### src/pdmc_defines.vh
`ifndef PDMC_DEFINES_VH
`define PDMC_DEFINES_VH
// ****************************************
// Register byte addresses
// ****************************************
`define PDMC_ADDR_STBY 12'h000
`define PDMC_ADDR_SYS1 12'h004
`define PDMC_ADDR_SYS2 12'h008
`define PDMC_ADDR_STAT 12'h00C
// ****************************************
// Field positions
// ****************************************
`define PDMC_BIT_SERIAL 5
`define PDMC_BIT_ADC 4
`define PDMC_BIT_WDOG 3
`define PDMC_BIT_TMR16 2
`define PDMC_BIT_TMR8 1
`define PDMC_STBY_MASK 8'h3E
`define PDMC_BIT_SSEL 7
`define PDMC_SWAIT_LSB 4
`define PDMC_SYS1_MASK 8'hF0
`define PDMC_BIT_SUBSLEEP_SELECT 7
`define PDMC_BIT_DIRECT_TRANSITION_SELECT 5
`define PDMC_DIV_LSB 2
`define PDMC_SYS2_MASK 8'hBC
// ****************************************
// Reset values
// ****************************************
`define PDMC_RST_REG 8'h00
// ****************************************
// Settling wait counts in states
// ****************************************
`define PDMC_WAIT_0 18'h02000
`define PDMC_WAIT_1 18'h04000
`define PDMC_WAIT_2 18'h08000
`define PDMC_WAIT_3 18'h10000
`define PDMC_WAIT_4 18'h20000
`define PDMC_WAIT_5 18'h00400
`define PDMC_WAIT_6 18'h00080
`define PDMC_WAIT_7 18'h00010
`endif

### src/pdmc_top.v
`timescale 1ns/1ps
`default_nettype none
`include "pdmc_defines.vh"
module pdmc_top (
   input wire mclk,
   input wire arst_n,
   input wire psel,
   input wire penable,
   input wire pwrite,
   input wire [11:0] paddr,
   input wire [31:0] pwdata,
   output reg [31:0] prdata,
   output wire pready,
   output wire pslverr,
   input wire sleep_req,
   input wire irq_pending,
   input wire irq_mask,
   input wire direct_irq_en,
   input wire ext_wake,
   input wire wdog_int_osc,
   input wire tmr16_int_clk,
   input wire subclk_tick,
   output reg cpu_halt,
   output reg cpu_reset,
   output reg irq_handle,
   output reg osc_run,
   output reg port_hiz,
   output reg port_hold,
   output reg freq_apply,
   output reg [2:0] active_clock_divider,
   output reg periph_div_en,
   output wire serial_clk_en,
   output wire adc_clk_en,
   output wire wdog_clk_en,
   output wire tmr16_clk_en,
   output wire tmr8_clk_en,
   output reg serial_rst,
   output reg adc_rst,
   output reg tmr8_rst
);
   // ****************************************
   // States
   // ****************************************
   localparam ST_ACT = 5'b00001;
   localparam ST_SLP = 5'b00010;
   localparam ST_SSL = 5'b00100;
   localparam ST_STB = 5'b01000;
   localparam ST_WAIT = 5'b10000;

   reg [7:0] peripheral_standby_control_q;
   reg [7:0] system_control_one_q;
   reg [7:0] system_control_two_q;
   reg [4:0] state_q;
   reg [4:0] state_d;
   reg [17:0] wait_q;
   reg [17:0] wait_d;
   reg [4:0] gate_q;
   reg wake_ok;
   wire wr_en;
   wire stby_mode;
   wire ssl_mode;
   wire instr_take;
   wire subsleep_select_hit;
   wire [4:0] want_run;
   wire [2:0] settle_wait_select;
   wire standby_select;
   wire subsleep_select;
   wire direct_transition_select;

   // Settle count lookup, used at sleep entry
   function [17:0] settle_count;
      input [2:0] sel;
      begin
         case (sel)
            3'h0: settle_count = `PDMC_WAIT_0;
            3'h1: settle_count = `PDMC_WAIT_1;
            3'h2: settle_count = `PDMC_WAIT_2;
            3'h3: settle_count = `PDMC_WAIT_3;
            3'h4: settle_count = `PDMC_WAIT_4;
            3'h5: settle_count = `PDMC_WAIT_5;
            3'h6: settle_count = `PDMC_WAIT_6;
            default: settle_count = `PDMC_WAIT_7;
         endcase
      end
   endfunction

   // Deep modes stop the system oscillator; several outputs share this decode
   function deep_mode;
      input [4:0] st;
      begin
         deep_mode = (st == ST_SSL) || (st == ST_STB);
      end
   endfunction

   assign settle_wait_select = system_control_one_q[`PDMC_SWAIT_LSB+2:`PDMC_SWAIT_LSB];
   assign standby_select = system_control_one_q[`PDMC_BIT_SSEL];
   assign subsleep_select = system_control_two_q[`PDMC_BIT_SUBSLEEP_SELECT];
   assign direct_transition_select = system_control_two_q[`PDMC_BIT_DIRECT_TRANSITION_SELECT];

   // ****************************************
   // APB slave, zero wait states
   // ****************************************
   assign pready = 1'b1;
   assign pslverr = 1'b0;
   assign wr_en = psel & penable & pwrite;

   // masked writes
   // Reserved bits are cut by masks so they never hold a one
   always @(posedge mclk or negedge arst_n) begin
      if (!arst_n) begin
         peripheral_standby_control_q <= `PDMC_RST_REG;
         system_control_one_q <= `PDMC_RST_REG;
         system_control_two_q <= `PDMC_RST_REG;
      end else if (wr_en) begin
         case (paddr)
            `PDMC_ADDR_STBY: begin
               peripheral_standby_control_q <= pwdata[7:0] & `PDMC_STBY_MASK;
            end
            `PDMC_ADDR_SYS1: begin
               system_control_one_q <= pwdata[7:0] & `PDMC_SYS1_MASK;
            end
            `PDMC_ADDR_SYS2: begin
               system_control_two_q <= pwdata[7:0] & `PDMC_SYS2_MASK;
            end
            default: begin
               system_control_two_q <= system_control_two_q;
            end
         endcase
      end
   end

   // Read mux; unmapped addresses read zero
   always @* begin
      case (paddr)
         `PDMC_ADDR_STBY: prdata = {24'h000000, peripheral_standby_control_q};
         `PDMC_ADDR_SYS1: prdata = {24'h000000, system_control_one_q};
         `PDMC_ADDR_SYS2: prdata = {24'h000000, system_control_two_q};
         `PDMC_ADDR_STAT: prdata = {27'h0000000, state_q};
         default: prdata = 32'h00000000;
      endcase
   end

   // ****************************************
   // Mode sequencer
   // ****************************************
   // wake qualification
   // wake inputs are never gated by mode
   always @* begin
      wake_ok = (irq_pending | ext_wake) & ~irq_mask;
   end

   always @* begin
      state_d = state_q;
      wait_d = wait_q;
      case (state_q)
         ST_ACT: begin
            if (sleep_req) begin
               if (direct_transition_select & ~subsleep_select) begin
                  if (!direct_irq_en) begin
                     state_d = ST_SLP;
                  end
               end else if (standby_select) begin
                  state_d = ST_STB;
               end else if (subsleep_select) begin
                  state_d = ST_SSL;
               end else begin
                  state_d = ST_SLP;
               end
               wait_d = settle_count(settle_wait_select);
            end
         end
         ST_SLP: begin
            if (wake_ok) begin
               state_d = ST_ACT;
            end
         end
         ST_SSL, ST_STB: begin
            if (wake_ok) begin
               state_d = ST_WAIT;
            end
         end
         ST_WAIT: begin
            if (wait_q <= 18'h00001) begin
               state_d = ST_ACT;
            end else begin
               wait_d = wait_q - 18'h00001;
            end
         end
         default: begin
            state_d = ST_ACT;
         end
      endcase
   end

   // reset pin forces active
   // The bench holds arst_n low until the oscillator is stable
   always @(posedge mclk or negedge arst_n) begin
      if (!arst_n) begin
         state_q <= ST_ACT;
         wait_q <= 18'h00000;
      end else begin
         state_q <= state_d;
         wait_q <= wait_d;
      end
   end

   // ****************************************
   // Mode outputs, registered
   // ****************************************
   // Decodes shared by the output groups below
   assign stby_mode = (state_q == ST_STB);
   assign ssl_mode = (state_q == ST_SSL);
   // A sleep instruction only counts while the core runs
   assign instr_take = (state_q == ST_ACT) & sleep_req;
   assign subsleep_select_hit = instr_take & subsleep_select;

   // CPU side: reset, halt and exception strobes
   always @(posedge mclk or negedge arst_n) begin
      if (!arst_n) begin
         cpu_halt <= 1'b0;
         cpu_reset <= 1'b1;
         irq_handle <= 1'b0;
         freq_apply <= 1'b0;
         active_clock_divider <= 3'h0;
      end else begin
         // reset state ends at the first edge after release
         cpu_reset <= 1'b0;
         cpu_halt <= (state_d != ST_ACT);
         irq_handle <= (state_d == ST_ACT) && (state_q != ST_ACT);
         // divider applies after any sleep instruction
         freq_apply <= instr_take;
         if (instr_take) begin
            active_clock_divider <= system_control_two_q[`PDMC_DIV_LSB+2:`PDMC_DIV_LSB];
         end
      end
   end

   // Oscillator and port side
   // Driven from the next state so pins change with the mode, not a cycle later
   always @(posedge mclk or negedge arst_n) begin
      if (!arst_n) begin
         osc_run <= 1'b1;
         port_hiz <= 1'b0;
         port_hold <= 1'b0;
         periph_div_en <= 1'b1;
      end else begin
         osc_run <= ~deep_mode(state_d);
         port_hiz <= (state_d == ST_STB);
         port_hold <= (state_d == ST_SSL);
         periph_div_en <= (state_d == ST_ACT) || (state_d == ST_SLP);
      end
   end

   // Module resets
   // The pulse on the instruction cycle itself adds nothing: a subsleep selection
   // always ends in standby or subsleep, which already hold the modules in reset
   always @(posedge mclk or negedge arst_n) begin
      if (!arst_n) begin
         serial_rst <= 1'b0;
         adc_rst <= 1'b0;
         tmr8_rst <= 1'b0;
      end else begin
         serial_rst <= deep_mode(state_d) || subsleep_select_hit;
         adc_rst <= deep_mode(state_d) || subsleep_select_hit;
         tmr8_rst <= deep_mode(state_d) || subsleep_select_hit;
      end
   end

   // ****************************************
   // Clock gating enables
   // ****************************************
   // standby bits stop clocks
   // watchdog on internal oscillator ignores standby
   // sixteen-bit timer counts on subclock in standby
   assign want_run[4] = ~peripheral_standby_control_q[`PDMC_BIT_SERIAL] & periph_div_en;
   assign want_run[3] = ~peripheral_standby_control_q[`PDMC_BIT_ADC] & periph_div_en;
   // subsleep freezes the watchdog even on its own oscillator
   assign want_run[2] = (wdog_int_osc & ~ssl_mode) |
      (~peripheral_standby_control_q[`PDMC_BIT_WDOG] & periph_div_en);
   assign want_run[1] = ~peripheral_standby_control_q[`PDMC_BIT_TMR16] &
      (periph_div_en | (stby_mode & tmr16_int_clk & subclk_tick));
   assign want_run[0] = ~peripheral_standby_control_q[`PDMC_BIT_TMR8] & periph_div_en;

   // glitch-free enables
   // Enables are flopped; the cell-level latch gate then only sees
   // changes while the gated clock is low, so no runt pulse escapes
   genvar gi;
   generate
      for (gi = 0; gi < 5; gi = gi + 1) begin : g_gate
         always @(posedge mclk or negedge arst_n) begin
            if (!arst_n) begin
               gate_q[gi] <= 1'b1;
            end else begin
               gate_q[gi] <= want_run[gi];
            end
         end
      end
   endgenerate

   assign serial_clk_en = gate_q[4];
   assign adc_clk_en = gate_q[3];
   assign wdog_clk_en = gate_q[2];
   assign tmr16_clk_en = gate_q[1];
   assign tmr8_clk_en = gate_q[0];

endmodule
`default_nettype wire

### config.mk
export PLATFORM = sky130hd
export DESIGN_NAME = pdmc_top
export DESIGN_NICKNAME = d
export VERILOG_FILES = /design/src/pdmc_top.v
export VERILOG_INCLUDE_DIRS = /design/src /design/src/src
export SDC_FILE = /design/constraint.sdc
export NUM_CORES = 1
export LEC_CHECK = 0
export ABC_AREA = 1
export BUFFER_PORTS_ARGS = -buffer_cell sky130_fd_sc_hd__clkbuf_2
export CAP_MARGIN = 20
export CELL_PAD_IN_SITES_DETAIL_PLACEMENT = 1
export CELL_PAD_IN_SITES_GLOBAL_PLACEMENT = 2
export CORE_ASPECT_RATIO = 0.9
export CORE_MARGIN = 2
export CORE_UTILIZATION = 25
export CTS_CLUSTER_SIZE = 10
export DETAILED_ROUTE_END_ITERATION = 16
export PLACE_DENSITY_LB_ADDON = 0.08
export SLEW_MARGIN = 20
export SYNTH_ARGS = -nofsm -noshare
export SYNTH_HDL_FRONTEND = slang
export SYNTH_SLANG_ARGS = --single-unit
### constraint.sdc
create_clock -name mclk -period 1.65 [get_ports mclk]
set_clock_uncertainty 0.15 [all_clocks]
set_input_delay 0.33 -clock mclk [delete_from_list [all_inputs] [get_ports mclk]]
set_output_delay 0.33 -clock mclk [all_outputs]
set_load 0.005 [all_outputs]
# [Yosys cells after proc, flatten, opt, wreduce, memory -nomap -nowiden]
# Index checks and enable logic that the tools add are counted.
# Widths: inputs -> output; s select.
[totals] output_inout_bits=53 elab_cells=96 register_bits=54 input_bits=57
[classes] bitwise=26 n_reduce_logical=12 order_cmp=1 eq_ne=22 addsub=1 n_mux=14
[ops] operator="$pmux 18 s7" n=1
[ops] operator="$mux 18" n=2
[ops] operator="$pmux 18 s2" n=1
[ops] operator="$pmux 8 s4" n=1
[ops] operator="$mux 5" n=6
[ops] operator="$eq 12x4->1 const B" n=2
[ops] operator="$pmux 5 s4" n=1
[ops] operator="$le 18x1->1 const B" n=1
[ops] operator="$sub 18x1->18 const B" n=1
[ops] operator="$and 1x1->1" n=14
[ops] operator="$eq 12x3->1 const B" n=1
[ops] operator="$logic_not 12->1" n=1
[ops] operator="$eq 5x1->1 const B" n=2
[ops] operator="$eq 5x2->1 const B" n=2
[ops] operator="$eq 5x3->1 const B" n=2
[ops] operator="$eq 5x4->1 const B" n=2
[ops] operator="$ne 5x1->1 const B" n=2
[ops] operator="$eq 3x3->1 const B" n=3
[ops] operator="$not 1->1" n=9
[ops] operator="$eq 3x2->1 const B" n=2
[ops] operator="$reduce_and 2->1" n=3
[ops] operator="$eq 5x5->1 const B" n=1
[ops] operator="$mux 4" n=1
[ops] operator="$ne 2x2->1 const B" n=2
[ops] operator="9 further kinds" n=13

# [Logic depth before layout (Yosys ltp)]
# Gate-level depths: netlist of run 1.
[depth] depth_word=8 ltp_mapped=10 mapped_depth_nobuf=10

# [Worst setup path after synthesis of run 1]
# OpenSTA, ideal clock, no wires.
[synth_path] path_type="register -> register" from="reg wait_q[0]" to="reg wait_q[8]" slack_ps=-54 setup_time_ps=118 arrival_time_ps=1436 stages_incl_launch_ff=11 required_ps=1382 path_buffers=1 synth_period_minus_slack_ps=1704 path_cell_list="dfrtp_1 > inv_1 > ha_1 > nand2_4 > nor2_8 > nand3_4 > nand3_4 > nand2_4 > buf_6 > nand2_1 > o21ai_2"
[synth_between] elab_chain_cells=3 word_cells_on_any_way=6 cone_classes="1 x add/sub; 1 x order compare; 1 x eq/ne; 2 x mux; 1 x reduce/logical"
[synth_rtl] element="from (decl)" line="pdmc_top.v:55" source="reg [17:0] wait_q;"
[synth_rtl] element="from (signal assigned)" line="pdmc_top.v:203" source="wait_q <= wait_d;"
[synth_rtl] element="$sub 18x1->18 or $le 18x1->1 (tied branches)" line="pdmc_top.v:186, pdmc_top.v:183"
[synth_rtl] element="$mux 18 or $ne 2x2->1 (tied branches)"
[synth_rtl] element="$pmux 18 s2 or $reduce_and 3->1 (tied branches)"
# Parallel ways exist; a longest one is shown, timed or not. The select of a mux whose other input is x is not followed.
# A chain may end at the register's enable or synchronous reset.

# [Worst setup path after layout of run 1]
[layout_path] from="in paddr[1]" to="out prdata[4]"
[layout_between] elab_chain_cells=2 word_cells_on_any_way=5 cone_classes="3 x eq/ne; 1 x mux; 1 x reduce/logical"
[layout_rtl] element="from (decl)" line="pdmc_top.v:10" source="input wire [11:0] paddr,"
[layout_rtl] element="$eq 12x4->1, or another cell as far along" line="pdmc_top.v:134" source="case (paddr)"
[layout_rtl] element="$pmux 8 s4 (*)" line="pdmc_top.v:134"
[layout_rtl] element="to (decl)" line="pdmc_top.v:12" source="output reg [31:0] prdata,"
# Mark *: on every way between the ends. The rest lies on a longest branch, timed or not.

==> results of run 1 <==
[registers in the layout, summed over array words and instances, names as in the netlist, 3 cells and up]
signal                        count
active_clock_divider              3
peripheral_standby_control_q      5
state_q                           5
system_control_two_q              5
wait_q                           18
system_control_one_q              4
[power breakdown]
part | switching [mW] | internal, mW
Combinational | 1.88 | 1.84
Clock | 0.514 | 0.720
Sequential | 0.163 | 1.57
[repair_timing]
item,4_1_cts,5_1_grt
cloned,4,0
endpoints found under the hold margin,45,0
resized for setup,52,121
hold buffers,1,0
setup endpoints to repair,28,33
buffers inserted,10,18
pin swaps,22,58
[final timing paths]
| kind | start | to | slack, ns |
|---|---|---|---|
| setup / recovery | paddr[1] | prdata[4] | -0.23 |
| hold / removal | pwdata[1] | peripheral_standby_control_q[1]$_DFFE_PN0P_ | 0.08 |
| setup reg to reg | wait_q[0]$_DFFE_PN0P_ | wait_q[17]$_DFFE_PN0P_ | -0.15 |
| hold reg to reg | peripheral_standby_control_q[1]$_DFFE_PN0P_ | tmr8_clk_en$_DFF_PN1_ | 0.24 |
| max in group asynchronous | arst_n | wdog_clk_en$_DFF_PN1_ | 0.63 |
| min in group asynchronous | arst_n | wait_q[11]$_DFFE_PN0P_ | 0.42 |
[through the flow]
stage          TNS [ns]  hold slack (ns)   util  instances
2_1_floorplan         0           -0.116      -        429
3_3_place_gp      -5.31            0.216  0.333        679
3_5_place_dp      -5.24            0.213  0.333        679
4_1_cts           -3.01           0.0756  0.373        701
5_1_grt           -4.42           0.0927  0.417        714
6_report          -2.93           0.0821  0.417        714
[synthesized netlist by cell type (3+ instances only)]
master    count  area, um2
a21oi_1       3       15.0
buf_4        28        210
dfrtp_1      45       1130
dfstp_2       9        236
inv_1        37        139
nand2_1     111        417
nand3_1      24        120
nand3_4       3       52.6
nand4_1       5       31.3
nor2_1       56        210
nor2_2        7       43.8
nor2_4        5       56.3
o21ai_0      27        135
o21ai_2       6       52.6
o221ai_1      3       26.3
o22ai_1       6       37.5
xor2_1        6       52.6
[cells in the final DEF (no fill, tap or decap), drive strengths merged, types with 2 or more instances in the layout]
master and n:
o22ai 6, o21ai 33, clkbuf 57, xor2 6, ha 2, nor3 2, nor2 69, dfrtp 45
xnor2 2, buf 96, a21oi 3, dfstp 9, inv 39, conb 27, nand3 27, o221ai 3
or2 2, clkinv 2, nand2 114, nand4 6
[layout make-up]
cell class,instances,area share
clock buffer,7,0.0261
clock inverter,1,0.00590
inverter,40,0.0327
multi-input combinational,304,0.396
sequential,54,0.269
tap,160,0.0393
timing repair buffer,147,0.228
timing repair inverter,1,0.00221
[logic make-up after synthesis]
logic type / Yosys count / share of synthesized area
simple gates: 221 / 0.326
buf+inv: 71 / 0.123
flops: 54 / 0.431
compound gates: 45 / 0.0843
xor+xnor: 8 / 0.0222
fa+ha+maj: 2 / 0.00791
other cells: 2 / 0.00238
mux: 1 / 0.00317
[layer usage]
layer	global-route usage	up-vias
met5	0	-
met4	0.0490	0
met3	0.0355	10
met2	0.254	62
met1	0.224	1506
li1	-	1526
[worst max-delay path, cell delays in order]
cell,delay (ns)
clkbuf_2,0.08
or2_4,0.29
nor3_4,0.18
buf_6,0.15
nand2_8,0.06
o22ai_2,0.09
or2_4,0.13
clkbuf_2,0.10
==> impl_results.md, run 1 <==
- Status: complete, but fails checks
- Failing checks: setup timing
- Worst-path clk slew: 0.07 ns
- H-tree depth: 2
- Post-route cell area: about 5100 um2
- F_max: ~530 MHz
- Num rows: 38
- Count of final setup violators: 24
- Dpl hpwl: between 7 and 8 mm
- DR vias: between 3,000 and 4,000
- Nets: approximately 610
- Worst Reg2Reg Path Length in Cells: 12
- RePlAce Congestion: a little under 0.8
- FF/Latch Area: between 1000 and 1500 um2
- CTS tree: yes
- Register bit count reported by yosys: between 50 and 60
- Fillers: 1,461
- Wire length per cell: ~15 um
- Die Width: about 120 um
- Initial core utilization: 0.259
- PD cells: ~1300 nW/um2
- Fin crit share: 1.14
- Congestion Overflow GR: 0
- Post-synthesis cell count: about 400
- Ys async rst share: 1.00
- Pleak: 2.52 nW
- Drt first pass iters: 4
- Synth warn: 0
- Placed cell area: between 4000 and 5000 um2
- Post-synth EDFFs: 0
- Starting DRC count in detailed routing: between 50 and 60
- Root Buffer: clkbuf_16
- Pin count of the biggest net entering global routing: 55
- Syn Area/Cell: between 7 and 8 um2
- Total wire length: ~11 mm
- Area grow syn2layout: 61.0%
- RSZ-0062 raised after global routing: yes
- Antenna violations before repair: 0
- Core Region: approximately 12,000 um2
- WP data required: roughly 1.2 ns
- Worst Path Max Fanout: 6
- Pre-CTS setup slack: -0.284 ns
- Vias/cell: ~4.3
- Peak supply drop: 546 uV
- Vias in the first global route: 3,195
- Ports: 110
- Clock Sinks: 54
- Maxcap violations: 0
- Die height: 111 um
- Wire length on met2: 5.15 mm
- Sequential element share of the synthesized area: 0.431
- Post-layout min period: 1.88 ns
- Final Max Slew Viols: 0
- Post-DRT Antenna Nets: 0
- Antenna Cells: 0
- Clk Latency, worst-skew pair: 0.30 ns
- Met1 Wirelength: 4.97 mm
- CP Capture Type: output pin
- Die Area: between 10,000 and 15,000 um2
- # port buffers: 58
- Hold Path Depth: 3
- CP startpoint kind: input port
- Clk buf depth: 2
- CP arrival: 1.40 ns
- DRC viols: 0
- Final hold violation count: 0
- Share of cells above drive strength 1: 0.523
- Yosys cell types: 32
- Top Metal Used: met4
- Setup ws final: -0.233 ns
- Met3 Wirelength: between 400 and 500 um
- Worst Hold Class: in2reg
- CP Class: in2out
- Dominant synthesized flop cell: dfrtp_1
- Total Power: ~6.7 mW
- TritonCTS Buffers: 5
- Global-route wire length before repair: 16.9 mm
- Area taken by multi-input logic gates: 2020 um2
- GRT Total Usage: 0.163
- Syn Std Cell Area: 3160 um2
No activity file was read; power rests on OpenSTA's default activity.
==> run 2, diff against run 1 <==
BUFFER_PORTS_ARGS = default   (was -buffer_cell sky130_fd_sc_hd__clkbuf_2)
CORE_UTILIZATION = 31   (was 25)
DONT_BUFFER_PORTS = 1   (was default)
PLACE_DENSITY_LB_ADDON = 0.1   (was 0.08)
SKIP_LAST_GASP = 1   (was default)
==> impl_results.md, run 2 (synthesis results as in run 1) <==
- Status: complete, but fails checks (unchanged)
- Failing checks: hold timing, setup timing (was setup timing)
- Met2 track demand over resource: 0.285 (was 0.254)
- Clock Sinks: 54 (unchanged)
- Commonest cells after routing, fill and taps aside: nand2_1, buf_4, dfrtp_1 (was nand2_1, buf_4, clkbuf_2)
- CP bufs+invs: 2 (was 3)
- WP data required: 1.17 ns (about the same)
- Vias in the first global route: 2,908 (was 3,195)
- Nets: 534 (was 612)
- CP Capture Type: output pin (unchanged)
- DRC viols: 0 (unchanged)
- Dpl hpwl: 6.97 mm (was 7.66 mm)
- Peak supply drop: 613 uV (was 546 uV)
- Fin crit share: 1.03 (was 1.14)
- Share of cells above drive strength 1: 0.380 (was 0.523)
- CP startpoint kind: flip-flop (was input port)
- Num rows: 34 (was 38)
- Clk buf depth: 2 (unchanged)
- Core Region: 9780 um2 (was 12,200 um2)
- Pint: 3.46 mW (was 4.13 mW)
- Antenna violations before repair: 0 (unchanged)
- Maxcap violations: 0 (unchanged)
- # hold bufs at CTS: 3 (was 1)
- Switching pwr: 2.24 mW (was 2.55 mW)
- Global routing usage on met1: 0.238 (was 0.224)
- Final Max Slew Viols: 0 (unchanged)
- # port buffers: 0 (was 58)
- Fin Hold WS: -0.434 ns (was 0.0821 ns)
- Crit path max-delay family: flip-flops (was simple AND/OR/NAND/NOR gates)
- CP arrival: 1.22 ns (was 1.40 ns)
- Max FFs per register: 18 (unchanged)
- Die Area: 11,000 um2 (was 13,600 um2)
- Final hold violation count: 54 (was 0)
- TritonCTS Buffers: 5 (unchanged)
- CTS tree: yes (unchanged)
- Switching portion of total power: 0.393 (was 0.382)
- DR vias: 2,814 (was 3,104)
- F_max: 589 MHz (was 531 MHz)
- Setup ws final: -0.0477 ns (was -0.233 ns)
- Worst Path Max Fanout: 3 (was 6)
- Inst Count DP: 579 (was 679)
- H-tree depth: 2 (unchanged)
- Critical path, cell by cell: inv_2 > buf_4 > o22ai_1 > or2_4 (was clkbuf_2 > or2_4 > nor3_4 > buf_6 > nand2_8 > o22ai_2 > or2_4 > clkbuf_2)
- Antenna Cells: 0 (unchanged)
- Finished Layout Cells: 602 (was 714)
- Ports: 110 (unchanged)
- Congestion Overflow GR: 0 (unchanged)
- PD cells: 1330 nW/um2 (was 1310 nW/um2)
- Post-layout min period: 1.70 ns (was 1.88 ns)
- CP Launch Point: state_q[4]$_DFF_PN0_ (was paddr[1])
- Worst Hold Class: in2async (was in2reg)
- Commonest non-fill, non-tap cell in the layout: nand2_1 (unchanged)
- Count of final setup violators: 13 (was 24)
- Reg2reg start: wait_q[0]$_DFFE_PN0P_ (unchanged)
- Post-DRT Antenna Nets: 0 (unchanged)
- CP max stage cell: dfrtp_1 (was or2_4)
- Routing usage on met3: 0.0435 (was 0.0355)
- Initial core utilization: 0.323 (was 0.259)
- Starting DRC count in detailed routing: 55 (was 56)
- GRT Max-Usage Layer: met2 (unchanged)
- Total wire length: 9.58 mm (was 10.7 mm)
- Sequential power share: 0.308 (was 0.259)
- Area grow syn2layout: 35.6% (was 61.0%)
- Root Buffer: clkbuf_16 (unchanged)
- Die Width: 110 um (was 123 um)
- GRT Total Usage: 0.175 (was 0.163)
- Global-route wire length before repair: 15.2 mm (was 16.9 mm)
- Worst-path clk slew: 0.08 ns (was 0.07 ns)
- Slowest stage delay, CP: 0.41 ns (was 0.29 ns)
- Die height: 99.8 um (was 111 um)
- Top reg by flops: wait_q (unchanged)
- Clock power share: 0.197 (was 0.185)
- Pleak: 2.17 nW (was 2.52 nW)
- Fillers: 1,192 (was 1,461)
- RePlAce Congestion: 0.784 (was 0.785)
- Gate power share: 0.495 (was 0.556)
- Clk Latency, worst-skew pair: 0.30 ns (about the same)
- CP Class: reg2out (was in2out)
- Drt first pass iters: 4 (unchanged)
- RSZ-0062 raised after global routing: yes (unchanged)
- Vias/cell: 4.67 (was 4.35)
- Pin count of the biggest net entering global routing: 55 (unchanged)
- Wire length per cell: 15.9 um (was 15.0 um)
run 2: power groups by stage:
stage	logic, mW	registers (mW)	clock network, mW
after floorplan	1.39	1.72	0
after global placement	2.15	1.76	0
after detailed placement	2.19	1.76	0
after CTS	2.57	1.75	1.15
after global routing	3.11	1.79	1.22
final	2.82	1.76	1.12
run 2: path summary, 6_finish.rpt:
path                       depth (start not counted)  slack, ns                                  end
setup / recovery                                   4      -0.05                            prdata[4]
hold / removal                                     0      -0.43               wait_q[12]$_DFFE_PN0P_
setup reg to reg                                  10      -0.03                wait_q[2]$_DFFE_PN0P_
hold reg to reg                                    1       0.25                tmr8_clk_en$_DFF_PN1_
max in group asynchronous                          0       1.60                wdog_clk_en$_DFF_PN1_
min in group mclk                                  2          0  system_control_one_q[4]$_DFFE_PN0P_
run 2: timing repair:
| item | in CTS | in global routing |
|---|---|---|
| buffers inserted | 5 | 4 |
| hold endpoints to repair | 56 | 54 |
| setup endpoints to repair | 21 | 30 |
| pin swaps | 11 | 21 |
| gates resized for setup | 46 | 52 |
| cloned | 2 | 1 |
run 2: metal layers:
metal,share of wire,up-vias
li1,-,1374
met2,0.47,59
met3,0.048,7
met5,0,-
met4,0.0088,0
met1,0.47,1374
run 2: per-stage QoR:
step | setup TNS [ns] | cell area, um2 | utilization | setup WS [ns] | power (mW)
after detailed placement | -1.70 | 3640 | 0.372 | -0.133 | 3.95
after global placement | -1.88 | 3640 | 0.372 | -0.125 | 3.91
after floorplan | 0 | 3290 | - | 0.000814 | 3.11
after CTS | -0.830 | 4040 | 0.413 | -0.0623 | 5.47
final | -0.187 | 4290 | 0.438 | -0.0477 | 5.70
after global routing | -2.01 | 4290 | 0.438 | -0.121 | 6.11
run 2: layout make-up:
| class | instances | area [um2] | area share |
|---|---|---|---|
| flip-flops and latches | 54 | 1370 | 0.319 |
| repair buffers | 70 | 626 | 0.146 |
| multi-input cells | 304 | 1830 | 0.427 |
| clock inverters | 2 | 12.5 | 0.00292 |
| clock buffers | 6 | 139 | 0.0324 |
| inverters | 40 | 154 | 0.0359 |
| well taps | 126 | 158 | 0.0368 |
==> run 3, diff against run 2 <==
ABC_AREA = 0   (was 1)
CORE_UTILIZATION = 34   (was 31)
==> impl_results.md, run 3 <==
- Adder-Cell Fraction of Synth Area: 0.00817 (was 0.00791)
- Synth top cells by count: dfrtp_1, nor2_1, buf_4, nand2_1, mux2_2 (was nand2_1, nor2_1, dfrtp_1, inv_1, buf_4)
- Ports: 110 (unchanged)
- Status: complete, but fails checks (unchanged)
- Total wire length: 9.57 mm (was 9.58 mm)
- TritonCTS Buffers: 5 (unchanged)
- Worst-path clk slew: 0.10 ns (was 0.08 ns)
- Congestion Overflow GR: 0 (unchanged)
- Worst reg2reg path endpoint: wait_q[11]$_DFFE_PN0P_ (was wait_q[2]$_DFFE_PN0P_)
- CP max stage cell: or4_4 (was dfrtp_1)
- Worst Path Max Fanout: 8 (was 3)
- WP data required: 1.75 ns (was 1.17 ns)
- Vias/cell: 5.05 (was 4.67)
- Maxcap violations: 0 (unchanged)
- Most used cell, CP: or4_4
- Clock Sinks: 54 (unchanged)
- Vias in the first global route: 2,766 (was 2,908)
- Core Region: 8650 um2 (was 9780 um2)
- GRT Total Usage: 0.199 (was 0.175)
- Share of cells above drive strength 1: 0.484 (was 0.380)
- # port buffers: 0 (unchanged)
- Inst Count DP: 495 (was 579)
- Critical path, cell by cell: or4_4 > or2_1 > buf_6 > or4_4 > a21oi_2 (was inv_2 > buf_4 > o22ai_1 > or2_4)
- Num rows: 32 (was 34)
- RSZ-0062 raised after global routing: yes (unchanged)
- Peak supply drop: 421 uV (was 613 uV)
- Max FFs per register: 18 (unchanged)
- Die Area: 9790 um2 (was 11,000 um2)
- Clk buf depth: 2 (unchanged)
- Post-layout min period: 2.10 ns (was 1.70 ns)
- XOR/XNOR share of the synthesized area: 0.0200 (was 0.0222)
- DR vias: 2,678 (was 2,814)
- Syn Std Cell Area: 3060 um2 (was 3160 um2)
- Largest family of logic cells by synthesized area: simple AND/OR/NAND/NOR gates (unchanged)
- Ys async rst share: 1.00 (unchanged)
- Share of the synthesized area in compound gates (AO/OA/AOI/OAI): 0.151 (was 0.0843)
- Clk Latency, worst-skew pair: 0.31 ns (was 0.30 ns)
- Antenna violations before repair: 0 (unchanged)
- Drt first pass iters: 4 (unchanged)
- Worst Hold Class: in2async (unchanged)
- Final Core Density: 0.519 (was 0.438)
- RePlAce Congestion: 0.795 (was 0.784)
- Slowest stage delay, CP: 0.54 ns (was 0.41 ns)
- CTS tree: yes (unchanged)
- Reg2reg start: wait_q[2]$_DFFE_PN0P_ (was wait_q[0]$_DFFE_PN0P_)
- Pin count of the biggest net entering global routing: 55 (unchanged)
- Starting DRC count in detailed routing: 76 (was 55)
- Commonest cells after routing, fill and taps aside: buf_4, dfrtp_1, conb_1 (was nand2_1, buf_4, dfrtp_1)
- Register bit count reported by yosys: 54 (unchanged)
- CP bufs+invs: 1 (was 2)
- Count of final setup violators: 32 (was 13)
- Leading area contributor after synthesis: dfrtp_1 (unchanged)
- Most common cell in the netlist: dfrtp_1 (was nand2_1)
- Sequential element share of the synthesized area: 0.445 (was 0.431)
- Die Width: 104 um (was 110 um)
- Top reg by flops: wait_q (unchanged)
- Pleak: 2.06 nW (was 2.17 nW)
- Yosys cell types: 63 (was 32)
- Initial core utilization: 0.354 (was 0.323)
- DRC viols: 0 (unchanged)
- Post-synth EDFFs: 0 (unchanged)
- H-tree depth: 2 (unchanged)
- Synth warn: 0 (unchanged)
- Wire length per cell: 18.1 um (was 15.9 um)
- CP Class: reg2reg (was reg2out)
- R2R Setup Slk: -0.45 ns (was -0.03 ns)
- Area grow syn2layout: 46.6% (was 35.6%)
- Setup ws final: -0.455 ns (was -0.0477 ns)
- Global-route wire length before repair: 15.2 mm (about the same)
- Fin Hold WS: -0.448 ns (was -0.434 ns)
- Antenna Cells: 0 (unchanged)
- Fillers: 973 (was 1,192)
- Synth area leaders: dfrtp_1, dfstp_2, buf_4 (was dfrtp_1, nand2_1, dfstp_2)
- Top cell type's share of synthesized area: 0.367 (was 0.356)
- Mux cell area share after synthesis: 0.0690 (was 0.00317)
- Post-DRT Antenna Nets: 0 (unchanged)
- Area taken by multi-input logic gates: 1920 um2 (was 1830 um2)
- Die height: 94.1 um (was 99.8 um)
- Pre-CTS setup slack: -0.471 ns (was -0.133 ns)
- Syn Area/Cell: 9.70 um2 (was 7.83 um2)
- Post-synthesis simple-gate area fraction: 0.199 (was 0.326)
- Root Buffer: clkbuf_8 (was clkbuf_16)
- Post-synthesis cell count: 316 (was 404)
- Crit path max-delay family: simple AND/OR/NAND/NOR gates (was flip-flops)
- PD cells: 978 nW/um2 (was 1330 nW/um2)
- CP arrival: 2.20 ns (was 1.22 ns)
- CP startpoint kind: flip-flop (unchanged)
- Failing checks: hold timing, setup timing (unchanged)
- Dpl hpwl: 6.65 mm (was 6.97 mm)
- FF/Latch Area: 1360 um2 (was 1370 um2)
- Worst Reg2Reg Path Length in Cells: 5 (was 10)
- Finished Layout Cells: 530 (was 602)
- Final Max Slew Viols: 0 (unchanged)
- Fin crit share: 1.28 (was 1.03)
- Dominant synthesized flop cell: dfrtp_1 (unchanged)
- Nets: 469 (was 534)
- Final hold violation count: 54 (unchanged)
- Commonest non-fill, non-tap cell in the layout: buf_4 (was nand2_1)
- CP Capture Type: flip-flop (was output pin)
- F_max: 475 MHz (was 589 MHz)
## run 3: cell count changes in the layout (fill, tap and decap cells not counted), sizes merged, moves of 10 or more
cell and change:
o21ai -19, nand2 -89, buf +35, inv -30, mux2 +15, nor4 +10
nor2 -36, nand3 -18
## run 3: worst max-delay path by stage
stage,start,to,depth (start not counted)
after floorplan,wait_q[1]$_DFFE_PN0P_,wait_q[11]$_DFFE_PN0P_,5
after global routing,wait_q[1]$_DFFE_PN0P_,wait_q[9]$_DFFE_PN0P_,8
after global placement,wait_q[6]$_DFFE_PN0P_,wait_q[7]$_DFFE_PN0P_,8
after CTS,wait_q[6]$_DFFE_PN0P_,wait_q[11]$_DFFE_PN0P_,5
after detailed placement,wait_q[1]$_DFFE_PN0P_,wait_q[17]$_DFFE_PN0P_,6
final,wait_q[2]$_DFFE_PN0P_,wait_q[11]$_DFFE_PN0P_,5
## run 3: worst register-to-register path: cells and delay by family (launching register included)
kind / cells / cell delay, ns
and+or+nand+nor: 3 / 1.22
DFF: 1 / 0.40
buffers and inverters: 1 / 0.15
AOI/OAI and AO/OA: 1 / 0.13
## run 3: routing by layer
layer,up-vias,share of wire,global-route usage
met1,1357,0.49,0.279
met4,0,0.0084,0.0417
met2,55,0.47,0.329
met3,6,0.030,0.0277
met5,-,0,0
li1,1260,-,-
## run 3: cell families (layout without fill, tap and decap cells)
group,Yosys count,in the layout
AO/OA/AOI/OAI,65,65
XOR/XNOR,7,7
adder cells (fa/ha/maj),2,2
buffers and inverters,54,124
flip-flops,54,54
multiplexers,18,18
other,2,27
AND/OR/NAND/NOR,114,114
## run 3: area by class of cell
cell class              instances  area share
multi-input cells             233       0.428
flip-flops and latches         54       0.304
well taps                     119      0.0331
clock buffers                   7      0.0214
clock inverters                 1     0.00195
repair buffers                107       0.204
inverters                       9     0.00752
## run 3: power breakdown
group / internal [mW] / leakage, nW / total, mW / switching (mW)
sequential: 1.52 / 0.705 / 1.63 / 0.116
combinational: 0.964 / 1.30 / 1.90 / 0.938
clock: 0.387 / 0.0544 / 0.856 / 0.470
## run 3: timing repair
item / CTS / global route
endpoints found under the setup margin: 35 / 42
cloned: 0 / 0
endpoints found under the hold margin: 56 / 59
hold buffers: 2 / 4
pin swaps: 21 / 30
resized for setup: 43 / 46
setup buffers: 10 / 11
## run 3: stage by stage
stage          cell area [um2]  total power, mW  setup TNS (ns)
4_1_cts                   4190             4.16          -10.01
3_3_place_gp              3800             2.98          -12.60
2_1_floorplan             3370             2.39           -6.47
5_1_grt                   4490             4.63          -12.41
3_5_place_dp              3800             3.02          -13.49
6_report                  4490             4.39           -9.97
